[config.mk]
export PLATFORM = sky130hd
export DESIGN_NAME = ccu_top
export DESIGN_NICKNAME = d
export VERILOG_FILES = /design/src/ccu_pkg.sv /design/src/ccu_edge_pre.sv /design/src/ccu_top.sv
export VERILOG_INCLUDE_DIRS = /design/src /design/src/src
export SDC_FILE = /design/constraint.sdc
export NUM_CORES = 1
export LEC_CHECK = 0
export BUFFER_PORTS_ARGS = -buffer_cell sky130_fd_sc_hd__buf_4
export CAP_MARGIN = 20
export CORE_ASPECT_RATIO = 0.7
export CORE_UTILIZATION = 35
export DETAILED_ROUTE_END_ITERATION = 10
export GPL_ROUTABILITY_DRIVEN = 0
export GPL_TIMING_DRIVEN = 0
export PLACE_DENSITY = 0.73
export SLEW_MARGIN = 15
export SYNTH_ARGS = -nofsm -noshare
export SYNTH_HDL_FRONTEND = slang
export SYNTH_HIERARCHICAL = 1
export SYNTH_SLANG_ARGS = --single-unit
[constraint.sdc]
create_clock -name clk_sys -period 2.7 [get_ports clk_sys]
set_input_delay 0.405 -clock clk_sys [delete_from_list [all_inputs] [get_ports clk_sys]]
set_output_delay 0.405 -clock clk_sys [all_outputs]
set_load 0.03 [all_outputs]
[src/ccu_params.svh]
`ifndef CCU_PARAMS_SVH
`define CCU_PARAMS_SVH
// register byte offsets on the bus
`define CCU_OFF_CTRL 8'h00
`define CCU_OFF_CAPSEL 8'h04
`define CCU_OFF_VALL 8'h08
`define CCU_OFF_VALH 8'h0C
`define CCU_OFF_IRQ 8'h10
// field positions
`define CCU_CTRL_EN_BIT 7
`define CCU_CTRL_OD_BIT 4
`define CCU_IRQ_FLAG_BIT 0
`define CCU_IRQ_IEN_BIT 1
// reset values
`define CCU_CTRL_RST 8'h00
`define CCU_CAPSEL_RST 2'h0
`define CCU_VAL_RST 16'h0000
// prescaler terminal counts
`define CCU_PRE4_LAST 4'h3
`define CCU_PRE16_LAST 4'hF
`endif

[src/ccu_pkg.sv]
package ccu_pkg;
  // mode field encodings
  typedef enum logic [3:0] {
    CCU_OFF = 4'h0,
    CCU_CMP_TGL_CLR = 4'h1,
    CCU_CMP_TGL = 4'h2,
    CCU_CAP_ANY = 4'h3,
    CCU_CAP_FALL = 4'h4,
    CCU_CAP_RISE = 4'h5,
    CCU_CAP_R4 = 4'h6,
    CCU_CAP_R16 = 4'h7,
    CCU_CMP_SET = 4'h8,
    CCU_CMP_CLR = 4'h9,
    CCU_CMP_PULSE = 4'hA,
    CCU_CMP_PULSE_CLR = 4'hB,
    CCU_PWM0 = 4'hC,
    CCU_PWM1 = 4'hD,
    CCU_PWM2 = 4'hE,
    CCU_PWM3 = 4'hF
  } ccu_mode_t;

  // capture modes are the five edge selections
  function automatic logic ccu_is_cap(input ccu_mode_t m);
    return (m >= CCU_CAP_ANY) && (m <= CCU_CAP_R16);
  endfunction

  function automatic logic ccu_is_cmp(input ccu_mode_t m);
    return (m == CCU_CMP_TGL_CLR) || (m == CCU_CMP_TGL) ||
           ((m >= CCU_CMP_SET) && (m <= CCU_CMP_PULSE_CLR));
  endfunction
endpackage

[src/ccu_edge_pre.sv]
`timescale 1ns/1ps
`include "ccu_params.svh"
module ccu_edge_pre
  import ccu_pkg::*;
#(
  parameter int CW = 4
) (
  input wire logic clk_sys, // system clock
  input wire logic rst, // sync reset, active high
  input wire logic clr, // hold prescaler at zero
  input wire logic lvl, // selected capture level
  input wire ccu_mode_t mode, // current mode field
  output logic ev // qualifying capture event
);
  logic lvl_q;
  logic [CW-1:0] cnt_q;
  logic [CW-1:0] cnt_d;
  wire rise = lvl & ~lvl_q;
  wire fall = ~lvl & lvl_q;

  // event selection per edge mode
  always_comb begin
    case (mode)
      CCU_CAP_ANY: ev = rise | fall;
      CCU_CAP_FALL: ev = fall;
      CCU_CAP_RISE: ev = rise;
      CCU_CAP_R4: ev = rise && (cnt_q[1:0] == 2'(`CCU_PRE4_LAST));
      CCU_CAP_R16: ev = rise && (cnt_q == `CCU_PRE16_LAST);
      default: ev = 1'b0;
    endcase
  end

  // ratio change keeps the count, so a switch may fire early
  assign cnt_d = clr ? '0 : (rise ? cnt_q + 1'b1 : cnt_q);

  // level history always tracks, even when off
  always_ff @(posedge clk_sys) begin
    if (rst) begin
      lvl_q <= 1'b0;
      cnt_q <= '0;
    end else begin
      lvl_q <= lvl;
      cnt_q <= cnt_d;
    end
  end

  a_pre_clear_off: assert property (@(posedge clk_sys) disable iff (rst)
    clr |=> (cnt_q == '0))
    else $error("prescaler not cleared");
  a_pre_fourth_rise: assert property (@(posedge clk_sys) disable iff (rst)
    (mode == CCU_CAP_R4) && ev |=> (cnt_q[1:0] == 2'h0))
    else $error("divide by four event off");
endmodule

[src/ccu_top.sv]
`timescale 1ns/1ps
`include "ccu_params.svh"
// How it works
// - capture copies full timer count into value
// - mode picks falling, rising, 4th, 16th, any
// - capture sets flag, only software clears it
// - new capture silently overwrites old value
// - source select field picks capture signal
// - pin level sampled whatever its direction
// - mode change may fake flag; software clears
// - prescaler cleared when off, non-capture, reset
// - ratio change keeps prescaler; clear control first
// - sleep capture works with external timer clock
// - compare checks value against timer count
// - match toggles, sets, clears or pulses output
// - compare sets flag; two codes reset timer
// - zero control write forces output latch low
// - output also offered to other peripherals
// - no compare in sleep unless timer runs
// - capture and compare share the one timer
// - output pin optionally open drain
// - value reachable as low and high byte
module ccu_top
  import ccu_pkg::*;
#(
  parameter int NSRC = 4
) (
  input wire logic clk_sys, // 40 MHz system clock
  input wire logic rst, // sync reset, active high
  input wire logic wb_cyc_i, // wishbone cycle
  input wire logic wb_stb_i, // wishbone strobe
  input wire logic wb_we_i, // wishbone write
  input wire logic [7:0] wb_adr_i, // byte address
  input wire logic [31:0] wb_dat_i, // write data
  input wire logic [3:0] wb_sel_i, // byte lanes
  output logic [31:0] wb_dat_o, // read data
  output logic wb_ack_o, // transfer done
  input wire logic [15:0] shared_16bit_count, // shared timer value
  input wire logic tmr_tick_i, // timer advanced this cycle
  input wire logic tmr_ext_clk_i, // timer runs from external clock
  input wire logic sleep_i, // device asleep
  input wire logic [NSRC-1:1] cap_src_i, // internal capture sources
  input wire logic pin_i, // pad level
  input wire logic pin_direction_control, // 1 = pad is input
  output logic pin_o, // pad output value
  output logic pin_oe_n, // pad enable, low drives
  output logic unit_out, // output for other peripherals
  output logic tmr_clr_o, // timer reset pulse
  output logic unit_irq_o // flag and enable, also wake
);
  localparam int SW = $clog2(NSRC);

  logic [7:0] unit_control_reg_q;
  logic [SW-1:0] capture_input_select_reg_q;
  logic [15:0] capture_compare_value_q;
  logic [15:0] capture_compare_value_d;
  logic unit_irq_flag_q;
  logic unit_irq_enable_q;
  logic out_q;
  logic out_d;
  logic pulse_q;
  logic pulse_d;
  logic eq_q;
  logic ack_q;
  logic [31:0] dat_q;
  logic [31:0] rd_data;
  logic clr_q;
  logic irq_q;
  logic pin_o_q;
  logic oe_n_q;
  logic cap_ev;
  logic [NSRC-1:0] src_all;

  // bus decode
  wire req = wb_cyc_i & wb_stb_i;
  wire wr = req & wb_we_i & ack_q & wb_sel_i[0];
  wire wr_ctrl = wr && (wb_adr_i == `CCU_OFF_CTRL);
  wire wr_capsel = wr && (wb_adr_i == `CCU_OFF_CAPSEL);
  wire wr_vall = wr && (wb_adr_i == `CCU_OFF_VALL);
  wire wr_valh = wr && (wb_adr_i == `CCU_OFF_VALH);
  wire wr_irq = wr && (wb_adr_i == `CCU_OFF_IRQ);
  wire ctrl_zero = wr_ctrl && (wb_dat_i[7:0] == 8'h00);
  wire flag_w1c = wr_irq & wb_dat_i[`CCU_IRQ_FLAG_BIT];

  // control fields
  ccu_mode_t mode;
  assign mode = ccu_mode_t'(unit_control_reg_q[3:0]);
  wire en = unit_control_reg_q[`CCU_CTRL_EN_BIT];
  wire od = unit_control_reg_q[`CCU_CTRL_OD_BIT];
  wire cap_on = en & ccu_is_cap(mode);
  wire cmp_on = en & ccu_is_cmp(mode);

  // timer held in sleep unless it runs from external clock
  wire run = ~sleep_i | tmr_ext_clk_i;

  // pad level is read regardless of direction
  assign src_all = {cap_src_i, pin_i};
  wire src_lvl = src_all[capture_input_select_reg_q];

  ccu_edge_pre #(
    .CW(4)
  ) u_pre (
    .clk_sys(clk_sys),
    .rst(rst),
    .clr(~cap_on),
    .lvl(src_lvl),
    .mode(mode),
    .ev(cap_ev)
  );

  wire cap_take = cap_on & cap_ev & run;

  // compare on the rising of equality so a held count fires once
  wire eq = cmp_on && (capture_compare_value_q == shared_16bit_count);
  wire cmp_match = eq & ~eq_q & run;
  wire tmr_reset = cmp_match &&
                   ((mode == CCU_CMP_TGL_CLR) || (mode == CCU_CMP_PULSE_CLR));

  // value: capture wins over a same-cycle byte write
  always_comb begin
    capture_compare_value_d = capture_compare_value_q;
    if (wr_vall) begin
      capture_compare_value_d[7:0] = wb_dat_i[7:0];
    end
    if (wr_valh) begin
      capture_compare_value_d[15:8] = wb_dat_i[7:0];
    end
    if (cap_take) begin
      capture_compare_value_d = shared_16bit_count;
    end
  end

  // compare output action and pulse timing
  always_comb begin
    out_d = out_q;
    pulse_d = pulse_q;
    if (pulse_q && tmr_tick_i) begin
      out_d = 1'b0;
      pulse_d = 1'b0;
    end
    if (cmp_match) begin
      case (mode)
        CCU_CMP_TGL_CLR: out_d = ~out_q;
        CCU_CMP_TGL: out_d = ~out_q;
        CCU_CMP_SET: out_d = 1'b1;
        CCU_CMP_CLR: out_d = 1'b0;
        CCU_CMP_PULSE, CCU_CMP_PULSE_CLR: begin
          out_d = 1'b1;
          pulse_d = 1'b1;
        end
        default: out_d = out_q;
      endcase
    end
    if (ctrl_zero) begin
      out_d = 1'b0;
      pulse_d = 1'b0;
    end
  end

  // read mux; unmapped reads return zero
  always_comb begin
    rd_data = 32'h0000_0000;
    if (wb_adr_i == `CCU_OFF_CTRL) begin
      rd_data[7:0] = unit_control_reg_q;
    end else if (wb_adr_i == `CCU_OFF_CAPSEL) begin
      rd_data[SW-1:0] = capture_input_select_reg_q;
    end else if (wb_adr_i == `CCU_OFF_VALL) begin
      rd_data[7:0] = capture_compare_value_q[7:0];
    end else if (wb_adr_i == `CCU_OFF_VALH) begin
      rd_data[7:0] = capture_compare_value_q[15:8];
    end else if (wb_adr_i == `CCU_OFF_IRQ) begin
      rd_data[`CCU_IRQ_FLAG_BIT] = unit_irq_flag_q;
      rd_data[`CCU_IRQ_IEN_BIT] = unit_irq_enable_q;
    end
  end

  // bus handshake: ack one cycle after request, drop after
  always_ff @(posedge clk_sys) begin
    if (rst) begin
      ack_q <= 1'b0;
      dat_q <= 32'h0000_0000;
    end else begin
      ack_q <= req & ~ack_q;
      if (req & ~ack_q) begin
        dat_q <= rd_data;
      end
    end
  end

  // software registers
  always_ff @(posedge clk_sys) begin
    if (rst) begin
      unit_control_reg_q <= `CCU_CTRL_RST;
      capture_input_select_reg_q <= SW'(`CCU_CAPSEL_RST);
      unit_irq_enable_q <= 1'b0;
    end else begin
      if (wr_ctrl) begin
        unit_control_reg_q <= wb_dat_i[7:0];
      end
      if (wr_capsel) begin
        capture_input_select_reg_q <= wb_dat_i[SW-1:0];
      end
      if (wr_irq) begin
        unit_irq_enable_q <= wb_dat_i[`CCU_IRQ_IEN_BIT];
      end
    end
  end

  // sticky flag: hardware set beats software clear
  always_ff @(posedge clk_sys) begin
    if (rst) begin
      unit_irq_flag_q <= 1'b0;
    end else if (cap_take | cmp_match) begin
      unit_irq_flag_q <= 1'b1;
    end else if (flag_w1c) begin
      unit_irq_flag_q <= 1'b0;
    end
  end

  // core state
  always_ff @(posedge clk_sys) begin
    if (rst) begin
      capture_compare_value_q <= `CCU_VAL_RST;
      out_q <= 1'b0;
      pulse_q <= 1'b0;
      eq_q <= 1'b0;
      clr_q <= 1'b0;
    end else begin
      capture_compare_value_q <= capture_compare_value_d;
      out_q <= out_d;
      pulse_q <= pulse_d;
      eq_q <= eq;
      clr_q <= tmr_reset;
    end
  end

  // pad driver: open drain only pulls low, never drives high
  wire out_mode = cmp_on | (en & (mode >= CCU_PWM0));
  wire drive = out_mode & ~pin_direction_control & (~od | ~out_q);
  always_ff @(posedge clk_sys) begin
    if (rst) begin
      pin_o_q <= 1'b0;
      oe_n_q <= 1'b1;
      irq_q <= 1'b0;
    end else begin
      pin_o_q <= od ? 1'b0 : out_q;
      oe_n_q <= ~drive;
      irq_q <= unit_irq_flag_q & unit_irq_enable_q;
    end
  end

  assign wb_ack_o = ack_q;
  assign wb_dat_o = dat_q;
  assign unit_out = out_q;
  assign tmr_clr_o = clr_q;
  assign pin_o = pin_o_q;
  assign pin_oe_n = oe_n_q;
  assign unit_irq_o = irq_q;

  a_cap_value_load: assert property (@(posedge clk_sys) disable iff (rst)
    cap_take |=> (capture_compare_value_q == $past(shared_16bit_count)))
    else $error("capture did not load timer count");

  a_cap_flag_set: assert property (@(posedge clk_sys) disable iff (rst)
    cap_take |=> unit_irq_flag_q)
    else $error("capture did not raise flag");

  a_flag_stays_set: assert property (@(posedge clk_sys) disable iff (rst)
    unit_irq_flag_q && !flag_w1c |=> unit_irq_flag_q)
    else $error("flag cleared without software");

  a_cmp_flag_set: assert property (@(posedge clk_sys) disable iff (rst)
    cmp_match |=> unit_irq_flag_q)
    else $error("match did not raise flag");

  a_tmr_reset_pulse: assert property (@(posedge clk_sys) disable iff (rst)
    cmp_match && (mode == CCU_CMP_PULSE_CLR) |=> tmr_clr_o ##1 !tmr_clr_o)
    else $error("timer reset pulse wrong");

  a_zero_ctrl_low: assert property (@(posedge clk_sys) disable iff (rst)
    ctrl_zero |=> !unit_out ##1 !unit_out)
    else $error("zero control left output high");

  a_set_action: assert property (@(posedge clk_sys) disable iff (rst)
    cmp_match && (mode == CCU_CMP_SET) && !ctrl_zero |=> unit_out)
    else $error("set action missed");

  a_toggle_action: assert property (@(posedge clk_sys) disable iff (rst)
    cmp_match && (mode == CCU_CMP_TGL) && !ctrl_zero |=> unit_out != $past(unit_out))
    else $error("toggle action missed");

  a_pulse_end: assert property (@(posedge clk_sys) disable iff (rst)
    pulse_q && tmr_tick_i && !cmp_match |=> !unit_out)
    else $error("pulse longer than one timer period");

  a_sleep_no_cmp: assert property (@(posedge clk_sys) disable iff (rst)
    sleep_i && !tmr_ext_clk_i |-> !cmp_match && !cap_take)
    else $error("event acted on while timer stopped");

  a_od_no_high: assert property (@(posedge clk_sys) disable iff (rst)
    $past(od) && !pin_oe_n |-> !pin_o)
    else $error("open drain drove high");

  a_tgl_clr_reset: assert property (@(posedge clk_sys) disable iff (rst)
    cmp_match && (mode == CCU_CMP_TGL_CLR) |=> tmr_clr_o)
    else $error("toggle match did not reset timer");

  a_keep_timer: assert property (@(posedge clk_sys) disable iff (rst)
    cmp_match && (mode != CCU_CMP_TGL_CLR) && (mode != CCU_CMP_PULSE_CLR) |=> !tmr_clr_o)
    else $error("timer reset by a plain compare mode");

  a_clear_action: assert property (@(posedge clk_sys) disable iff (rst)
    cmp_match && (mode == CCU_CMP_CLR) |=> !unit_out)
    else $error("clear action missed");

  a_pulse_start: assert property (@(posedge clk_sys) disable iff (rst)
    cmp_match && (mode == CCU_CMP_PULSE) && !ctrl_zero |=> unit_out)
    else $error("pulse did not start");

  a_sleep_value_hold: assert property (@(posedge clk_sys) disable iff (rst)
    sleep_i && !tmr_ext_clk_i && !wr_vall && !wr_valh |=> $stable(capture_compare_value_q))
    else $error("value changed while timer stopped");

  a_low_byte_write: assert property (@(posedge clk_sys) disable iff (rst)
    wr_vall && !cap_take |=> capture_compare_value_q[7:0] == $past(wb_dat_i[7:0]))
    else $error("low byte write lost");

  a_high_byte_write: assert property (@(posedge clk_sys) disable iff (rst)
    wr_valh && !cap_take |=> capture_compare_value_q[15:8] == $past(wb_dat_i[7:0]))
    else $error("high byte write lost");

  a_irq_follows: assert property (@(posedge clk_sys) disable iff (rst)
    unit_irq_flag_q && unit_irq_enable_q |=> unit_irq_o)
    else $error("enabled flag raised no wake");

  a_pin_released: assert property (@(posedge clk_sys) disable iff (rst)
    pin_direction_control |=> pin_oe_n)
    else $error("pad driven while set as input");
endmodule

==> flow_summary.toml <==
[sta]
skew_ns = 0.00761
finalHoldWorstSlack_ns = 0.312
hold_viol_final = 0
setup_viol = 0
rsz0062_at_grt = "false"
drv_slew = 0
max_freq_mhz = 402
tightest_slew_ns = 0.907
slew_headroom = 0.389
fin_crit_ns = 2.48
final.period_utilization = 0.920

[worst_setup_path]
cp-end-kind = "flop"
r2r_start = "capture_input_select_reg_q[0]$_SDFFE_PP0P_"
crit_end = "capture_compare_value_q[2]$_SDFFE_PP0P_"
path_class = "reg2reg"
path_buf_inv = 1
r2r_end = "capture_compare_value_q[2]$_SDFFE_PP0P_"
worstPathArrival_ns = 2.64
cp.depth = 10
reg2regPathDepth = 10
critPathMaxStageDelay_ns = 0.36
crit_path_start = "capture_input_select_reg_q[0]$_SDFFE_PP0P_"
worstPathCellList = "mux4_2 > ha_2 > nand2_2 > o221a_4 > a2111oi_4 > nand2_1 > or2_4 > clkbuf_8 > nor2_1 > a211oi_1"
critical_path_required_ns = 2.85
cp_max_fo = 10
crit_family = "compound AO/OA/AOI/OAI gates"
critPathLaunchType = "flop"
crit_slowest_cell = "dfxtp_4"
reg2reg_setup_slack_ns = 0.22

[pwr]
pwr_density_cell_nw_per_um2 = 434
irDropWorstVdd_v = 0.000243
p_total_uw = 1590
leakage_uw = 0.00158

[cells_and_area]
finalInstanceArea_um2 = 3650
layout.nets = 486
final_cells = 512
drive_above_1_share = 0.292
diodes = 0
area_growth_pct = 28.7

[placed_design]
dp.cells = 505
dpl-instance-area_um2 = 3490
dpl.hpwl_mm = 5.99
portBuffers = 58

[die]
rows = 27
die_y_um = 77.4
die-width_um = 110
start_util = 0.361
dieArea_um2 = 8480
core_area_um2 = 7870
io_pins = 111

[route]
ant_nets = 0
vias_per_cell = 5.02
drc = 0
routed_wl_mm = 7.77
drtPass1Iterations = 4
vias = 2572
wire_per_inst_um = 15.2
first_iter_violations = 183

[grt]
grt_pass1_vias = 2444
grt_first_pass_wirelength_mm = 12.6
grtUsageTotal = 0.194
grt_max_degree = 16
grt-ovfl-total = 0
antenna_found_initial = 0

[worst_hold_path]
hold_class = "in2reg"

[flow_run]
maxCapViolCount = 0

[cts]
cts.htree.levels = 2
cts-root-buf = "clkbuf_16"
clockBufferDepth = 2
cts_setup_buffers = 0
cts_tree = "built"
clock_latency_ns = 0.29
clock_sinks = 49
clkTransAtPathRegs_ns = 0.07
hold_buffers = 0
cts_buffers = 5

[synthesis]
syn_inst = 323
syn_area_per_cell_um2 = 8.79
yosysWarnings = 6
synth_enable_flop_cells = 0
yosysSeqAreaShare = 0.346
async_reset_ff_frac = 0
yosysUniqueCellTypes = 51
synth_area_um2 = 2840
synth_ff_type = "dfxtp_1"
synth-seq-cells = 49

[outcome]
outcome = "complete, no violations"
cell type report:
type | instances | area, um2
Clock buffer | 6 | 139
Multi-Input combinational cell | 247 | 1650
Tap cell | 101 | 126
Inverter | 10 | 37.5
Timing Repair Buffer | 58 | 435
Clock inverter | 2 | 13.8
Fill cell | 773 | 4220
Buffer | 39 | 272
Sequential cell | 49 | 985
worst reg2reg max path, stage by stage (launching register included):
cell and delay (ns):
dfxtp_4 0.36, mux4_2 0.36, ha_2 0.26, nand2_2 0.09
o221a_4 0.24, a2111oi_4 0.31, nand2_1 0.08, or2_4 0.28
clkbuf_8 0.18, nor2_1 0.12, a211oi_1 0.06
cell usage after synthesis (5+ instances only):
library cell  number  area share
nand4_1            6       0.013
nand2b_1           7       0.015
xnor2_1           11       0.034
clkbuf_1           9       0.012
mux2i_1           20       0.071
nor2b_1            6       0.013
a211oi_1          18       0.048
nor2_1            27       0.036
xor2_1             5       0.015
nor3_1             6       0.011
a22o_1             6       0.019
nand3_1           12       0.021
dfxtp_1           49        0.35
a21oi_1           22       0.039
nand2_1           31       0.041
buf_4             26       0.069
inv_1             10       0.013
mux2_2             6       0.024
where the power goes:
part	internal [uW]	total, uW	switching [uW]	leakage (uW)
registers	723	724	1.03	0.000396
logic	90.2	211	121	0.00110
clock network	369	652	283	0.0000768
registers in the layout (all words and copies together), names as in the netlist, 2 cells and up:
register and count:
unit_control_reg_q 8, capture_compare_value_q 16, u_pre/cnt_q 4, capture_input_select_reg_q 2
wb_dat_o 8
repair_timing:
item / in CTS / in global routing
setup endpoints to repair: 12 / 17
gates resized for setup: 4 / 4
pin swaps: 0 / 1
how the worst min path moves through the flow:
stage	startpoint	to	slack [ns]	cells after the start
after floorplan	unit_control_reg_q[7]$_SDFFE_PP0P_	pin_oe_n$_SDFF_PP1_	0.42	1
after global placement	unit_control_reg_q[5]$_SDFFE_PP0P_	unit_control_reg_q[5]$_SDFFE_PP0P_	0.44	2
after detailed placement	unit_control_reg_q[6]$_SDFFE_PP0P_	unit_control_reg_q[6]$_SDFFE_PP0P_	0.45	2
after CTS	rst	u_pre/lvl_q$_SDFF_PP0_	0.31	2
after global routing	rst	u_pre/lvl_q$_SDFF_PP0_	0.31	2
final	rst	u_pre/lvl_q$_SDFF_PP0_	0.31	2
cell usage in the layout (no fill, tap or decap), drive strengths merged, types with 5 or more instances in the layout:
cell type,Yosys,routed
conb,1,24
dfxtp,49,49
nor2,27,27
mux2,6,6
a22o,6,6
a21oi,22,22
clkbuf,9,15
nor3,7,7
nand2b,7,7
mux2i,20,20
inv,10,10
xor2,5,5
buf,31,88
nor2b,7,7
nand4,8,8
nand3,12,12
nand2,32,32
a211oi,18,18
xnor2,11,11
per-stage QoR:
stage,util,setup TNS (ns),worst slack [ns]
after floorplan,-,0,0.210
after global placement,0.443,-1.52,-0.157
after detailed placement,0.443,-2.33,-0.235
after CTS,0.464,0,0.0250
after global routing,0.464,0,0.0813
final,0.464,0,0.216
cell families (layout without fill, tap and decap cells):
logic type,after synthesis,count (layout),share of synthesized area
buf+inv,50,115,0.107
compound gates,61,61,0.156
simple gates,115,115,0.218
flops,49,49,0.346
other cells,1,24,0.00132
fa+ha+maj,3,3,0.0132
mux,28,28,0.110
xor+xnor,16,16,0.0494
routing by layer:
metal / global-route usage / wire length (um) / vias up / share of wire
met4: 0.0520 / 88 / 0 / 0.011
li1: - / - / 1275 / -
met1: 0.285 / 3790 / 1199 / 0.49
met2: 0.287 / 3360 / 86 / 0.43
met5: 0 / 0 / - / 0
met3: 0.0361 / 532 / 12 / 0.068
No activity file was read; power rests on OpenSTA's default activity.
